## src/inc/usb_iso_pkg.sv

```systemverilog
// Package: register map, field positions, timing and carrier types for the iso/suspend block
package usb_iso_pkg;

  // Register byte offsets
  localparam logic [7:0] OFF_MAIN_CTRL  = 8'h00;
  localparam logic [7:0] OFF_INT_STATUS = 8'h04;
  localparam logic [7:0] OFF_LINE_STATE = 8'h08;
  localparam logic [7:0] OFF_ENDPOINT   = 8'h0C;

  // Main control register fields
  localparam int CTRL_DONE_MASK   = 15;
  localparam int CTRL_ERR_MASK    = 13;
  localparam int CTRL_WAKE_MASK   = 12;
  localparam int CTRL_SLEEP_MASK  = 11;
  localparam int CTRL_RESET_MASK  = 10;
  localparam int CTRL_MISSED_MASK = 8;
  localparam int CTRL_RESUME_REQ  = 4;
  localparam int CTRL_FORCE_SLEEP = 3;
  localparam int CTRL_LOW_POWER   = 2;
  localparam int CTRL_POWER_DOWN  = 1;
  localparam int CTRL_FORCE_RESET = 0;
  localparam logic [15:0] CTRL_RESET_VALUE = 16'h0003;

  // Interrupt status register fields
  localparam int STAT_DONE   = 15;
  localparam int STAT_ERR    = 13;
  localparam int STAT_WAKE   = 12;
  localparam int STAT_SLEEP  = 11;
  localparam int STAT_RESET  = 10;
  localparam int STAT_MISSED = 8;
  localparam logic [15:0] STAT_CLEARABLE = 16'h3D00;

  // Line state register fields
  localparam int LINE_PLUS  = 15;
  localparam int LINE_MINUS = 14;

  // Endpoint register fields
  localparam int EP_RX_DONE   = 15;
  localparam int EP_RX_TOGGLE = 14;
  localparam int EP_RX_STAT   = 12;
  localparam int EP_KIND      = 9;
  localparam int EP_TX_DONE   = 7;
  localparam int EP_TX_TOGGLE = 6;
  localparam int EP_TX_STAT   = 4;
  localparam logic [1:0] KIND_ISO    = 2'h2;
  localparam logic [1:0] STAT_VALID  = 2'h3;
  localparam logic [1:0] LINE_IDLE   = 2'h2;
  localparam logic [1:0] LINE_SE0    = 2'h0;

  // Timing
  localparam int CLK_MHZ            = 100;
  localparam int FRAME_PERIOD_US    = 1000;
  localparam int FRAME_CYCLES       = FRAME_PERIOD_US * CLK_MHZ;
  localparam int RESET_DETECT_NS    = 2500;
  localparam int RESET_DETECT_CYC   = (RESET_DETECT_NS * CLK_MHZ + 999) / 1000;
  localparam logic [1:0] MISSED_LIMIT = 2'h3;

  localparam logic [1:0] RESP_OKAY   = 2'h0;
  localparam logic [1:0] RESP_SLVERR = 2'h2;

  // Link states
  typedef enum logic [2:0] {
    LINK_ACTIVE = 3'h1,
    LINK_SLEEP  = 3'h2,
    LINK_RESET  = 3'h4
  } link_state_t;

  // Transaction report from the packet engine
  typedef struct packed {
    logic done;
    logic is_in;
    logic crc_err;
    logic overrun;
  } xact_t;

endpackage : usb_iso_pkg

```

## src/design/usb_iso_suspend.sv

```systemverilog
// Isochronous endpoint buffer control, suspend/resume handling and AXI4-Lite register slave
// What this block does
// - Iso transactions have no handshake, no retry
// - Iso data packets always carry DATA0
// - Transfer kind 10 selects isochronous behaviour
// - Direction toggle selects the peripheral's buffer slot
// - Completion sets done flag; iso completion also flips toggle
// - Completion leaves status pair unchanged
// - CRC error or overrun still completes iso OUT
// - OUT CRC error also sets error flag
// - Three missed frame markers raise sleep flag
// - Bus reset detected while suspended too
// - Force sleep stops missed-marker suspend checking
// - Low power bit idles transceiver, keeps wake
// - Bus activity clears low power asynchronously
// - Idle ends reset; reset flag then set
// - Missed-marker events every 1ms
// - Masked flags drive one interrupt request
`timescale 1ns/1ns
module usb_iso_suspend #(
  parameter int FRAME_CYCLES = usb_iso_pkg::FRAME_CYCLES
) (
  input  wire logic               clk_sys,
  input  wire logic               rstn,
  // AXI4-Lite slave
  input  wire logic [7:0]         s_axi_awaddr,
  input  wire logic               s_axi_awvalid,
  output logic                    s_axi_awready,
  input  wire logic [31:0]        s_axi_wdata,
  input  wire logic [3:0]         s_axi_wstrb,
  input  wire logic               s_axi_wvalid,
  output logic                    s_axi_wready,
  output logic [1:0]              s_axi_bresp,
  output logic                    s_axi_bvalid,
  input  wire logic               s_axi_bready,
  input  wire logic [7:0]         s_axi_araddr,
  input  wire logic               s_axi_arvalid,
  output logic                    s_axi_arready,
  output logic [31:0]             s_axi_rdata,
  output logic [1:0]              s_axi_rresp,
  output logic                    s_axi_rvalid,
  input  wire logic               s_axi_rready,
  // Packet engine side
  input  wire usb_iso_pkg::xact_t xact,
  input  wire logic               frame_marker_seen,
  output logic                    iso_mode,
  output logic                    handshake_enable,
  output logic                    pid_data1,
  output logic                    rx_buffer_slot,
  output logic                    tx_buffer_slot,
  output logic                    rx_enabled,
  output logic                    tx_enabled,
  output logic                    bus_reset_active,
  // Bus data lines and transceiver
  input  wire logic               line_plus_pin,
  input  wire logic               line_minus_pin,
  output logic                    line_plus_out,
  output logic                    line_minus_out,
  output logic                    line_oe_n,
  output logic                    xcvr_low_power,
  output logic                    xcvr_power_down,
  output logic                    irq
);

  typedef struct packed {
    logic [1:0]               plus_sync;
    logic [1:0]               minus_sync;
    logic [1:0]               plus_meta;
    logic [1:0]               line_q;
    usb_iso_pkg::link_state_t link;
    logic [31:0]              frame_cnt;
    logic [1:0]               missed_cnt;
    logic [15:0]              se0_cnt;
    logic                     wake_armed;
    logic [15:0]              ctrl;
    logic [15:0]              status;
    logic                     rx_done;
    logic                     rx_toggle;
    logic [1:0]               rx_stat;
    logic [1:0]               kind;
    logic                     tx_done;
    logic                     tx_toggle;
    logic [1:0]               tx_stat;
    logic                     aw_held;
    logic [7:0]               aw_addr;
    logic                     w_held;
    logic [31:0]              w_data;
    logic [3:0]               w_strb;
    logic                     bvalid;
    logic [1:0]               bresp;
    logic                     rvalid;
    logic [31:0]              rdata;
    logic [1:0]               rresp;
  } state_t;

  state_t st_ff;
  state_t nxt_st;
  logic   low_power_ff;
  logic   lp_wake_async;
  logic   do_write;
  logic   ctrl_wr;
  logic [15:0] wr16;

  assign do_write = st_ff.aw_held && st_ff.w_held && !st_ff.bvalid;
  assign wr16     = st_ff.w_data[15:0];
  assign ctrl_wr  = do_write && st_ff.aw_addr == usb_iso_pkg::OFF_MAIN_CTRL && st_ff.w_strb[0];

  // Raw line activity while suspended, not from our own resume drive
  assign lp_wake_async = (st_ff.link == usb_iso_pkg::LINK_SLEEP) && !st_ff.ctrl[usb_iso_pkg::CTRL_RESUME_REQ]
                         && !(line_plus_pin && !line_minus_pin);

  // Low power bit: cleared without a clock by bus activity
  always_ff @(posedge clk_sys or posedge lp_wake_async) begin
    if (lp_wake_async) begin
      low_power_ff <= 1'b0;
    end else if (!rstn) begin
      low_power_ff <= 1'b0;
    end else if (ctrl_wr) begin
      low_power_ff <= wr16[usb_iso_pkg::CTRL_LOW_POWER];
    end
  end

  always_comb begin
    logic [31:0] rd;
    logic        hit;
    logic        frame_tick;
    logic        is_iso;
    logic [1:0]  line_now;
    rd         = 32'h0000_0000;
    hit        = 1'b1;
    nxt_st     = st_ff;
    is_iso     = st_ff.kind == usb_iso_pkg::KIND_ISO;
    line_now   = st_ff.line_q;
    frame_tick = 1'b0;

    // Line synchronisers: change taken once stages two and three agree
    nxt_st.plus_meta  = {line_plus_pin, line_minus_pin};
    nxt_st.plus_sync  = st_ff.plus_meta;
    nxt_st.minus_sync = st_ff.plus_sync;
    if (st_ff.plus_sync == st_ff.minus_sync) begin
      nxt_st.line_q = st_ff.minus_sync;
    end

    // Software clears status bits by writing zero; event sets below win
    if (do_write && st_ff.aw_addr == usb_iso_pkg::OFF_INT_STATUS && st_ff.w_strb[1]) begin
      nxt_st.status = st_ff.status & (wr16 | ~usb_iso_pkg::STAT_CLEARABLE);
    end

    // Frame marker timer
    if (frame_marker_seen) begin
      nxt_st.frame_cnt  = 32'h0000_0000;
      nxt_st.missed_cnt = 2'h0;
    end else if (st_ff.frame_cnt >= 32'(FRAME_CYCLES - 1)) begin
      nxt_st.frame_cnt = 32'h0000_0000;
      frame_tick       = 1'b1;
    end else begin
      nxt_st.frame_cnt = st_ff.frame_cnt + 32'h0000_0001;
    end
    if (frame_tick) begin
      nxt_st.status[usb_iso_pkg::STAT_MISSED] = 1'b1;
    end

    // Link state handling
    if (line_now == usb_iso_pkg::LINE_SE0) begin
      if (st_ff.se0_cnt < 16'(usb_iso_pkg::RESET_DETECT_CYC)) begin
        nxt_st.se0_cnt = st_ff.se0_cnt + 16'h0001;
      end
    end else begin
      nxt_st.se0_cnt = 16'h0000;
    end
    case (st_ff.link)
      usb_iso_pkg::LINK_ACTIVE: begin
        if (st_ff.se0_cnt >= 16'(usb_iso_pkg::RESET_DETECT_CYC) || st_ff.ctrl[usb_iso_pkg::CTRL_FORCE_RESET]) begin
          nxt_st.link = usb_iso_pkg::LINK_RESET;
        end else if (st_ff.ctrl[usb_iso_pkg::CTRL_FORCE_SLEEP]) begin
          nxt_st.link = usb_iso_pkg::LINK_SLEEP;
        end else if (frame_tick && !frame_marker_seen) begin
          nxt_st.missed_cnt = st_ff.missed_cnt + 2'h1;
          if (st_ff.missed_cnt + 2'h1 == usb_iso_pkg::MISSED_LIMIT) begin
            nxt_st.status[usb_iso_pkg::STAT_SLEEP] = 1'b1;
            nxt_st.missed_cnt = 2'h0;
          end
        end
      end
      usb_iso_pkg::LINK_SLEEP: begin
        nxt_st.missed_cnt = 2'h0;
        if (line_now != usb_iso_pkg::LINE_IDLE && !st_ff.ctrl[usb_iso_pkg::CTRL_RESUME_REQ] && st_ff.wake_armed) begin
          nxt_st.status[usb_iso_pkg::STAT_WAKE] = 1'b1;
          nxt_st.wake_armed = 1'b0;
        end
        if (st_ff.se0_cnt >= 16'(usb_iso_pkg::RESET_DETECT_CYC)) begin
          nxt_st.link = usb_iso_pkg::LINK_RESET;
        end else if (!st_ff.ctrl[usb_iso_pkg::CTRL_FORCE_SLEEP]) begin
          nxt_st.link = usb_iso_pkg::LINK_ACTIVE;
        end
      end
      usb_iso_pkg::LINK_RESET: begin
        nxt_st.missed_cnt = 2'h0;
        if (line_now == usb_iso_pkg::LINE_IDLE && !st_ff.ctrl[usb_iso_pkg::CTRL_FORCE_RESET]) begin
          nxt_st.status[usb_iso_pkg::STAT_RESET] = 1'b1;
          nxt_st.link = usb_iso_pkg::LINK_ACTIVE;
        end
      end
      default: begin
        nxt_st.link = usb_iso_pkg::LINK_ACTIVE;
      end
    endcase
    if (st_ff.link != usb_iso_pkg::LINK_SLEEP) begin
      nxt_st.wake_armed = 1'b1;
    end

    // Register writes
    if (ctrl_wr) begin
      nxt_st.ctrl = wr16 & 16'hFF1F;
    end
    if (do_write && st_ff.aw_addr == usb_iso_pkg::OFF_ENDPOINT) begin
      if (st_ff.w_strb[1]) begin
        nxt_st.rx_done   = st_ff.rx_done & wr16[usb_iso_pkg::EP_RX_DONE];
        nxt_st.rx_toggle = st_ff.rx_toggle ^ wr16[usb_iso_pkg::EP_RX_TOGGLE];
        nxt_st.rx_stat   = wr16[usb_iso_pkg::EP_RX_STAT +: 2];
        nxt_st.kind[1]   = wr16[usb_iso_pkg::EP_KIND + 1];
      end
      if (st_ff.w_strb[0]) begin
        nxt_st.kind[0]   = wr16[usb_iso_pkg::EP_KIND];
        nxt_st.tx_done   = st_ff.tx_done & wr16[usb_iso_pkg::EP_TX_DONE];
        nxt_st.tx_toggle = st_ff.tx_toggle ^ wr16[usb_iso_pkg::EP_TX_TOGGLE];
        nxt_st.tx_stat   = wr16[usb_iso_pkg::EP_TX_STAT +: 2];
      end
    end

    // Transaction completion; set wins over a same-cycle clear
    if (xact.done && st_ff.link == usb_iso_pkg::LINK_ACTIVE) begin
      if (xact.is_in && st_ff.tx_stat == usb_iso_pkg::STAT_VALID) begin
        nxt_st.tx_done = 1'b1;
        if (is_iso) begin
          nxt_st.tx_toggle = nxt_st.tx_toggle ^ 1'b1;
        end
      end else if (!xact.is_in && st_ff.rx_stat == usb_iso_pkg::STAT_VALID) begin
        if (is_iso || !(xact.crc_err || xact.overrun)) begin
          nxt_st.rx_done = 1'b1;
          if (is_iso) begin
            nxt_st.rx_toggle = nxt_st.rx_toggle ^ 1'b1;
          end
        end
        if (xact.crc_err) begin
          nxt_st.status[usb_iso_pkg::STAT_ERR] = 1'b1;
        end
      end
    end
    nxt_st.status[usb_iso_pkg::STAT_DONE] = nxt_st.rx_done | nxt_st.tx_done;

    // AXI write channels, taken in either order
    if (s_axi_awvalid && !st_ff.aw_held) begin
      nxt_st.aw_held = 1'b1;
      nxt_st.aw_addr = {s_axi_awaddr[7:2], 2'b00};
    end
    if (s_axi_wvalid && !st_ff.w_held) begin
      nxt_st.w_held = 1'b1;
      nxt_st.w_data = s_axi_wdata;
      nxt_st.w_strb = s_axi_wstrb;
    end
    if (do_write) begin
      nxt_st.aw_held = 1'b0;
      nxt_st.w_held  = 1'b0;
      nxt_st.bvalid  = 1'b1;
      nxt_st.bresp   = (st_ff.aw_addr == usb_iso_pkg::OFF_LINE_STATE || st_ff.aw_addr > usb_iso_pkg::OFF_ENDPOINT)
                       ? usb_iso_pkg::RESP_SLVERR : usb_iso_pkg::RESP_OKAY;
    end else if (st_ff.bvalid && s_axi_bready) begin
      nxt_st.bvalid = 1'b0;
    end

    // AXI read
    case ({s_axi_araddr[7:2], 2'b00})
      usb_iso_pkg::OFF_MAIN_CTRL: begin
        rd = {16'h0000, st_ff.ctrl};
        rd[usb_iso_pkg::CTRL_LOW_POWER] = low_power_ff;
      end
      usb_iso_pkg::OFF_INT_STATUS: begin
        rd = {16'h0000, st_ff.status};
      end
      usb_iso_pkg::OFF_LINE_STATE: begin
        rd[usb_iso_pkg::LINE_PLUS]  = st_ff.line_q[1];
        rd[usb_iso_pkg::LINE_MINUS] = st_ff.line_q[0];
      end
      usb_iso_pkg::OFF_ENDPOINT: begin
        rd[usb_iso_pkg::EP_RX_DONE]        = st_ff.rx_done;
        rd[usb_iso_pkg::EP_RX_TOGGLE]      = st_ff.rx_toggle;
        rd[usb_iso_pkg::EP_RX_STAT +: 2]   = st_ff.rx_stat;
        rd[usb_iso_pkg::EP_KIND +: 2]      = st_ff.kind;
        rd[usb_iso_pkg::EP_TX_DONE]        = st_ff.tx_done;
        rd[usb_iso_pkg::EP_TX_TOGGLE]      = st_ff.tx_toggle;
        rd[usb_iso_pkg::EP_TX_STAT +: 2]   = st_ff.tx_stat;
      end
      default: begin
        hit = 1'b0;
      end
    endcase
    if (s_axi_arvalid && !st_ff.rvalid) begin
      nxt_st.rvalid = 1'b1;
      nxt_st.rdata  = rd;
      nxt_st.rresp  = hit ? usb_iso_pkg::RESP_OKAY : usb_iso_pkg::RESP_SLVERR;
    end else if (st_ff.rvalid && s_axi_rready) begin
      nxt_st.rvalid = 1'b0;
    end
  end

  always_ff @(posedge clk_sys) begin
    if (!rstn) begin
      st_ff      <= '0;
      st_ff.link <= usb_iso_pkg::LINK_ACTIVE;
      st_ff.ctrl <= usb_iso_pkg::CTRL_RESET_VALUE;
      st_ff.plus_meta  <= usb_iso_pkg::LINE_IDLE;
      st_ff.plus_sync  <= usb_iso_pkg::LINE_IDLE;
      st_ff.minus_sync <= usb_iso_pkg::LINE_IDLE;
      st_ff.line_q     <= usb_iso_pkg::LINE_IDLE;
    end else begin
      st_ff <= nxt_st;
    end
  end

  assign s_axi_awready = !st_ff.aw_held;
  assign s_axi_wready  = !st_ff.w_held;
  assign s_axi_bvalid  = st_ff.bvalid;
  assign s_axi_bresp   = st_ff.bresp;
  assign s_axi_arready = !st_ff.rvalid;
  assign s_axi_rvalid  = st_ff.rvalid;
  assign s_axi_rdata   = st_ff.rdata;
  assign s_axi_rresp   = st_ff.rresp;

  assign iso_mode         = st_ff.kind == usb_iso_pkg::KIND_ISO;
  assign handshake_enable = !iso_mode;
  assign pid_data1        = iso_mode ? 1'b0 : (st_ff.kind[0] ? st_ff.tx_toggle : st_ff.rx_toggle);
  assign rx_buffer_slot   = st_ff.rx_toggle;
  assign tx_buffer_slot   = st_ff.tx_toggle;
  assign rx_enabled       = st_ff.rx_stat == usb_iso_pkg::STAT_VALID;
  assign tx_enabled       = st_ff.tx_stat == usb_iso_pkg::STAT_VALID;
  assign bus_reset_active = st_ff.link == usb_iso_pkg::LINK_RESET;

  // Resume signalling: K state is minus high, plus low
  assign line_plus_out   = 1'b0;
  assign line_minus_out  = st_ff.ctrl[usb_iso_pkg::CTRL_RESUME_REQ];
  assign line_oe_n       = !st_ff.ctrl[usb_iso_pkg::CTRL_RESUME_REQ];
  assign xcvr_low_power  = low_power_ff;
  assign xcvr_power_down = st_ff.ctrl[usb_iso_pkg::CTRL_POWER_DOWN];

  assign irq = |(st_ff.status & st_ff.ctrl & 16'hBD00);

endmodule : usb_iso_suspend

```

## config.mk

```make
export PLATFORM = sky130hd
export DESIGN_NAME = usb_iso_suspend
export DESIGN_NICKNAME = d
export VERILOG_FILES = /design/src/inc/usb_iso_pkg.sv /design/src/design/usb_iso_suspend.sv
export SDC_FILE = /design/constraint.sdc
export NUM_CORES = 1
export LEC_CHECK = 0
export BUFFER_PORTS_ARGS = -buffer_cell sky130_fd_sc_hd__buf_4
export CORE_ASPECT_RATIO = 1.2
export CORE_MARGIN = 2
export CORE_UTILIZATION = 35
export DETAILED_ROUTE_END_ITERATION = 8
export GPL_ROUTABILITY_DRIVEN = 0
export SYNTH_ARGS = -nofsm -noshare
export SYNTH_HDL_FRONTEND = slang
export SYNTH_SLANG_ARGS = --single-unit
export TNS_END_PERCENT = 5
```

## constraint.sdc

```tcl
create_clock -name clk_sys -period 0.8 [get_ports clk_sys]
set_input_delay 0.04 -clock clk_sys [delete_from_list [all_inputs] [get_ports clk_sys]]
set_output_delay 0.04 -clock clk_sys [all_outputs]
set_load 0.02 [all_outputs]
```

==> metrics.cfg, run 1 <==
[clock_network]
htreeDepth=4
cts_made_buffers=17
hold_buffers=32
clock_latency_ps=420
clkSinkCount=137
path_clk_slew_ps=60
cts_tree=done
root_buffer=clkbuf_16
cts_buffer_depth=2

[cells_and_area]
antenna_cells=0
post-route-util=0.5446
mostFrequentLayoutCells=buf_4, dfxtp_1, nand2_1
syn_to_final_growth_pct=51.83
layout_commonest_cell=buf_4
fin_cells=1070
fin_nets=914
drive_gt1_frac=0.3916
fillers=1431

[synth]
yosys_register_bits=137
async_flop_share=0.007299
synthCells=626
yosysSeqAreaShare=0.4707
netlist.area_leader.share=0.4665
synth_area_leaders=dfxtp_1, nand2_1, buf_4
ys_warn_count=0
avgSynthCellArea_um2=9.324
synth-edff-count=0
synth_flop_cell=dfxtp_1
yosys.area.top_type=dfxtp_1
synthesis.area_um2=5837
yosysUniqueCellTypes=63

[routing]
wl_um=15020
drt_iter0_drc=238
avgViaCountPerCell=4.705
wl_per_cell_um=14.04
firstDrtPassIters=4
drc_errors=0
vias=5034
ant_nets=0

[power_and_ir_drop]
seqPwrFrac=0.405
ir_worst_vdd_mv=1.561
total_leakage_power_nw=3.773
power.switching_mw=3.723
p_per_area_nw_per_um2=1983
finalPower_mw=17.58
swShare=0.2118
p_clk_frac=0.511
power_frac_comb=0.083
cell_internal_pwr_mw=13.85

[place]
preCtsSetupSlack_ps=-984.1
hpwl_um=10980
dp.cells=1004
io_buffers=79

[setup_path]
r2r_setup_slack_ps=-910
path_max_fanout=5
startpoint_type=flip-flop
reg2reg_from=st_ff[79]
critPathCaptureType=flip-flop
r2r-end=st_ff[105]
reg2reg_depth=5
arrival_ps=2010
crit_path_start=st_ff[79]
cp_data_required_time_ps=1100
crit_type=reg2reg

[timing]
finalSetupViolations=151
finalCritPeriodShare=2.132
fmax_mhz=586.2
whs_ps=-32.50
tns_ps=-65630
setup_slack_ps=-905.9
fin_skew_ps=6.197
slew_violations=0
hold_viol_final=1
rsz0062_at_grt=yes
fin_crit_ps=1706

[floorplan]
die_area_um2=17730
coreArea_um2=16270
ioPinCount=121
start_util=0.3587
rows=51
die_x_um=121.9
die_height_um=145.5

[hold_path]
min_path_type=in2reg
min_from=xact[0]
hold_end=st_ff[93]
min_path_cells=4

[grt]
antenna_found_initial=0
grt_max_degree=27
track_usage=0.1743
grt_pass1_wl_um=24550
grt_pass1_vias=5185
grt.overflow.total=0

[status]
violations=negative hold slack, negative setup slack
status=finished, violations left

[job]
max-cap-violations=0

[routing by layer]
metal  global-route usage  share of wire  up-vias
li1                     -              -     2523
met1               0.2040           0.42     2402
met2               0.3109           0.53       90
met3              0.03918          0.032       19
met4              0.05690          0.014        0
met5                    0              0        -
[power groups by stage]
stage	registers, mW	clock network [mW]	logic, mW
after floorplan	7.25	0	0.678
after global placement	7.26	0	1.18
after detailed placement	7.26	0	1.21
after CTS	7.12	9.11	1.38
after global routing	7.14	9.44	1.59
final	7.12	8.99	1.47
[cell families (layout without fill, tap and decap cells)]
logic type / Yosys count / after routing / share of synthesized area
adder cells (fa/ha/maj): 3 / 3 / 0.006432
XOR/XNOR: 26 / 26 / 0.03901
buffers and inverters: 74 / 273 / 0.07653
AO/OA/AOI/OAI: 101 / 101 / 0.1348
other: 1 / 34 / 0.0006425
flip-flops: 137 / 137 / 0.4707
AND/OR/NAND/NOR: 264 / 264 / 0.2352
multiplexers: 20 / 20 / 0.03666
[synth_stat cells (2+ instances only)]
| cell | number |
|---|---|
| a21boi_0 | 26 |
| a21boi_2 | 8 |
| a21oi_1 | 5 |
| a22o_1 | 4 |
| a22oi_1 | 15 |
| a31o_1 | 3 |
| a32oi_1 | 3 |
| and2_1 | 10 |
| and3_1 | 17 |
| buf_2 | 5 |
| buf_4 | 37 |
| clkbuf_1 | 16 |
| dfxtp_1 | 136 |
| ha_1 | 3 |
| inv_1 | 13 |
| mux2i_1 | 18 |
| nand2_1 | 76 |
| nand2_2 | 9 |
| nand2b_1 | 11 |
| nand3_1 | 17 |
| nand4_1 | 12 |
| nor2_1 | 47 |
| nor2b_1 | 36 |
| nor3_1 | 4 |
| nor4_1 | 9 |
| o211a_1 | 4 |
| o211ai_1 | 2 |
| o21a_1 | 2 |
| o21ai_0 | 18 |
| o311a_1 | 2 |
| or3_1 | 2 |
| xnor2_1 | 10 |
| xor2_1 | 16 |
[sequential cells by signal, indices dropped and copies added, names as in the netlist]
signal           count
s_axi_rresp          1
s_axi_bresp          1
xcvr_power_down      1
nxt_st               4
s_axi_rdata         16
st_ff              108
line_minus_out       1
rx_buffer_slot       1
tx_buffer_slot       1
xcvr_low_power       1
s_axi_rvalid         1
s_axi_bvalid         1
[area by class of cell]
class                   instances  area [um^2]  area share
multi-input cells             448         3045      0.3436
clock buffers                  21        470.5     0.05308
repair buffers                228         2009      0.2267
well taps                     212        265.3     0.02993
inverters                      13        51.30    0.005789
clock inverters                11        216.5     0.02442
flip-flops and latches        137         2804      0.3164
[stage by stage]
step	cell area [um^2]	hold WS, ps
after floorplan	5988	-135.9
after global placement	7337	40.35
after detailed placement	7337	51.13
after CTS	8665	-37.21
after global routing	8862	-15.14
final	8862	-32.50
[how the worst max path moves through the flow]
stage | end | slack (ps)
finish | st_ff[105] | -910
floorplan | st_ff[143] | -840
global route | st_ff[144] | -990
global placement | st_ff[157] | -910
detailed placement | st_ff[149] | -980
CTS | st_ff[105] | -900
[timing repair]
item,in CTS,in global routing
hold endpoints to repair,33,1
pin swaps,27,22
endpoints found under the setup margin,152,152
gates resized for setup,105,68
buffers inserted,1,1
[critical path: stages (launching register included)]
cell      delay, ps
dfxtp_2         320
or4_4           580
nor2_4          150
nand4b_4        140
o211a_1         230
a31o_1          180
Note: power is estimated with default switching activity, not from simulation.
==> run 2: changes to the inputs <==
--- a/config.mk
+++ b/config.mk
@@ -8,9 +8,10 @@
 export BUFFER_PORTS_ARGS = -buffer_cell sky130_fd_sc_hd__buf_4
 export CORE_ASPECT_RATIO = 1.2
 export CORE_MARGIN = 2
-export CORE_UTILIZATION = 35
+export CORE_UTILIZATION = 55
 export DETAILED_ROUTE_END_ITERATION = 8
 export GPL_ROUTABILITY_DRIVEN = 0
+export PLACE_DENSITY = 0.8
 export SYNTH_ARGS = -nofsm -noshare
 export SYNTH_HDL_FRONTEND = slang
 export SYNTH_SLANG_ARGS = --single-unit
==> run 2 against run 1 <==
  * The run ends with design-rule violations, negative setup slack left
  * Via count grew 12%
  * Total power shrank 7.0%
  * Sequential share of layout area grew 0.76 points
  * Critical path type unchanged
  * Critical endpoint unchanged
  * Largest power group unchanged
  * Highest routed layer unchanged
==> metrics.cfg, run 2 (same netlist as run 1, synthesis figures left out) <==
[cells_and_area]
post-route-util=0.8330  ; +0.2884
fillers=477  ; -67%
multi_input_area_um2=3073  ; +0.90%
largest_register=st_ff
fin_nets=911  ; -0.33%
syn_to_final_growth_pct=48.62
seqCellArea_um2=2810  ; +0.22%
largest_register_ffs=108  ; unchanged
antenna_cells=0  ; unchanged
stdcell_area_um2=8675  ; -2.1%
drive_gt1_frac=0.4105  ; +0.01892
mostFrequentLayoutCells=buf_4, dfxtp_1, nand2_1
fin_cells=984  ; -8.0%
layout_commonest_cell=buf_4

[clock_network]
clock_latency_ps=420  ; about the same
cts_buffer_depth=2  ; unchanged
htreeDepth=4  ; unchanged
path_clk_slew_ps=60  ; about the same
cts_tree=done
root_buffer=clkbuf_16
clkSinkCount=137  ; unchanged
cts_made_buffers=17  ; unchanged

[setup_path]
cp_top_family=compound AO/OA/AOI/OAI gates
critPathCaptureType=flip-flop
r2r_setup_slack_ps=-1050  ; -150 ps
startpoint_type=flip-flop
cp_data_required_time_ps=1100  ; about the same
crit_type=reg2reg
critPathSlowestCell=a311oi_4
path_max_fanout=6  ; +1
cpPeakStageDelay_ps=500  ; -80 ps
arrival_ps=2150  ; +140 ps
path_buf_inv=0  ; unchanged
crit_chain=nor4_1 > nand4_1 > a311oi_4 > nor2_2 > a31o_1

[grt]
grt_pass1_vias=5471  ; +5.5%
met1_usage=0.3340  ; +0.1300
grt_busiest_layer=met2
use_met2=0.5525  ; +0.2416
grt.overflow.total=0  ; unchanged
grt_pass1_wl_um=26990  ; +9.9%
track_usage=0.2987  ; +0.1244
antenna_found_initial=0  ; unchanged
grt_max_degree=28  ; +3.7%
use_met3=0.06651  ; +0.02732

[place]
io_buffers=79  ; unchanged
hpwl_um=10340  ; -5.8%
place_area_um2=7203  ; -1.8%
dp.cells=917  ; -8.7%

[timing]
finalCritPeriodShare=2.318  ; +0.1852
fin_crit_ps=1854  ; +148.2 ps
fmax_mhz=539.4  ; -8.0%
finalSetupViolations=151  ; unchanged
slew_violations=0  ; unchanged
fin_skew_ps=14.11  ; +7.915 ps
whs_ps=41.04  ; +73.55 ps
hold_viol_final=0  ; -1
tns_ps=-74210  ; -8580 ps
rsz0062_at_grt=yes
setup_slack_ps=-1054  ; -148.2 ps

[power_and_ir_drop]
p_per_area_nw_per_um2=1885  ; -5.0%
total_leakage_power_nw=3.691  ; -2.2%
ir_worst_vdd_mv=1.871  ; +20%

[status]
status=finished, violations left
violations=design-rule violations, negative setup slack

[floorplan]
die_height_um=116.9  ; -20%
coreArea_um2=10410  ; -36%
ioPinCount=121  ; unchanged
die_x_um=98.04  ; -20%
die_area_um2=11460  ; -35%
rows=41  ; -20%
start_util=0.5605  ; +0.2018

[routing]
firstDrtPassIters=9  ; +5
drc_errors=2  ; +2
wl_per_cell_um=19.43  ; +38%
vias=5662  ; +12%
drt_iter0_drc=511  ; +110%
wl_um=19120  ; +27%
ant_nets=0  ; unchanged
avgViaCountPerCell=5.754  ; +22%

[job]
max-cap-violations=0  ; unchanged

[hold_path]
min_path_type=in2reg

[run 2: cell count changes in the layout (fill, tap and decap cells not counted), moves of 4 or more]
cell       previous run  this run
bufinv_16             6         1
nor2_2                2         6
buf_6                48        53
nand2_1              72        66
nand2_2               9        15
a22oi_1               9         5
a22oi_2               6        10
buf_4               145       137
[run 2: through the flow]
stage / setup slack (ps) / power (mW)
after floorplan: -841.6 / 7.929
after global placement: -888.8 / 8.405
after detailed placement: -947.7 / 8.452
after CTS: -929.1 / 16.07
after global routing: -1242 / 16.71
final: -1054 / 16.35
[run 2: cell type report]
type / instances / area share
inverters: 13 / 0.005914
flip-flops and latches: 137 / 0.3240
repair buffers: 225 / 0.2312
multi-input cells: 448 / 0.3542
well taps: 129 / 0.01861
clock buffers: 19 / 0.05221
clock inverters: 13 / 0.01385
[run 2: what timing repair did]
| item | in CTS | in global routing |
|---|---|---|
| setup buffers | 0 | 3 |
| hold endpoints to repair | 33 | 0 |
| hold buffers | 32 | 0 |
| endpoints found under the setup margin | 152 | 152 |
| gates resized for setup | 141 | 56 |
| pin swaps | 44 | 17 |
[run 2: where the power goes]
group          switching, mW  internal (mW)
Combinational          0.804          0.782
Sequential             0.161           6.99
Clock                   3.16           4.45
[run 2: path summary, 6_finish.rpt]
check                               start        endpoint  depth (start not counted)
max                            st_ff[165]      st_ff[105]                          5
min                               xact[0]       st_ff[93]                          4
max reg2reg                    st_ff[165]      st_ff[105]                          5
min reg2reg                line_minus_out  xcvr_low_power                          3
max in group asynchronous      st_ff[178]  xcvr_low_power                          6
min in group asynchronous  line_minus_pin  xcvr_low_power                          3
[run 2: worst min-delay path, delay by kind of cell]
| family | cells | cell delay, ps |
|---|---|---|
| AOI/OAI and AO/OA | 2 | 180 |
| buffers and inverters | 1 | 90 |
| and+or+nand+nor | 1 | 80 |
[run 2: metal layers]
layer | wire, um | vias to the layer above | part of all wire
met5 | 0 | - | 0
met3 | 1367 | 87 | 0.071
met1 | 6902 | 2728 | 0.36
met2 | 9939 | 341 | 0.52
met4 | 913 | 0 | 0.048
li1 | - | 2506 | -
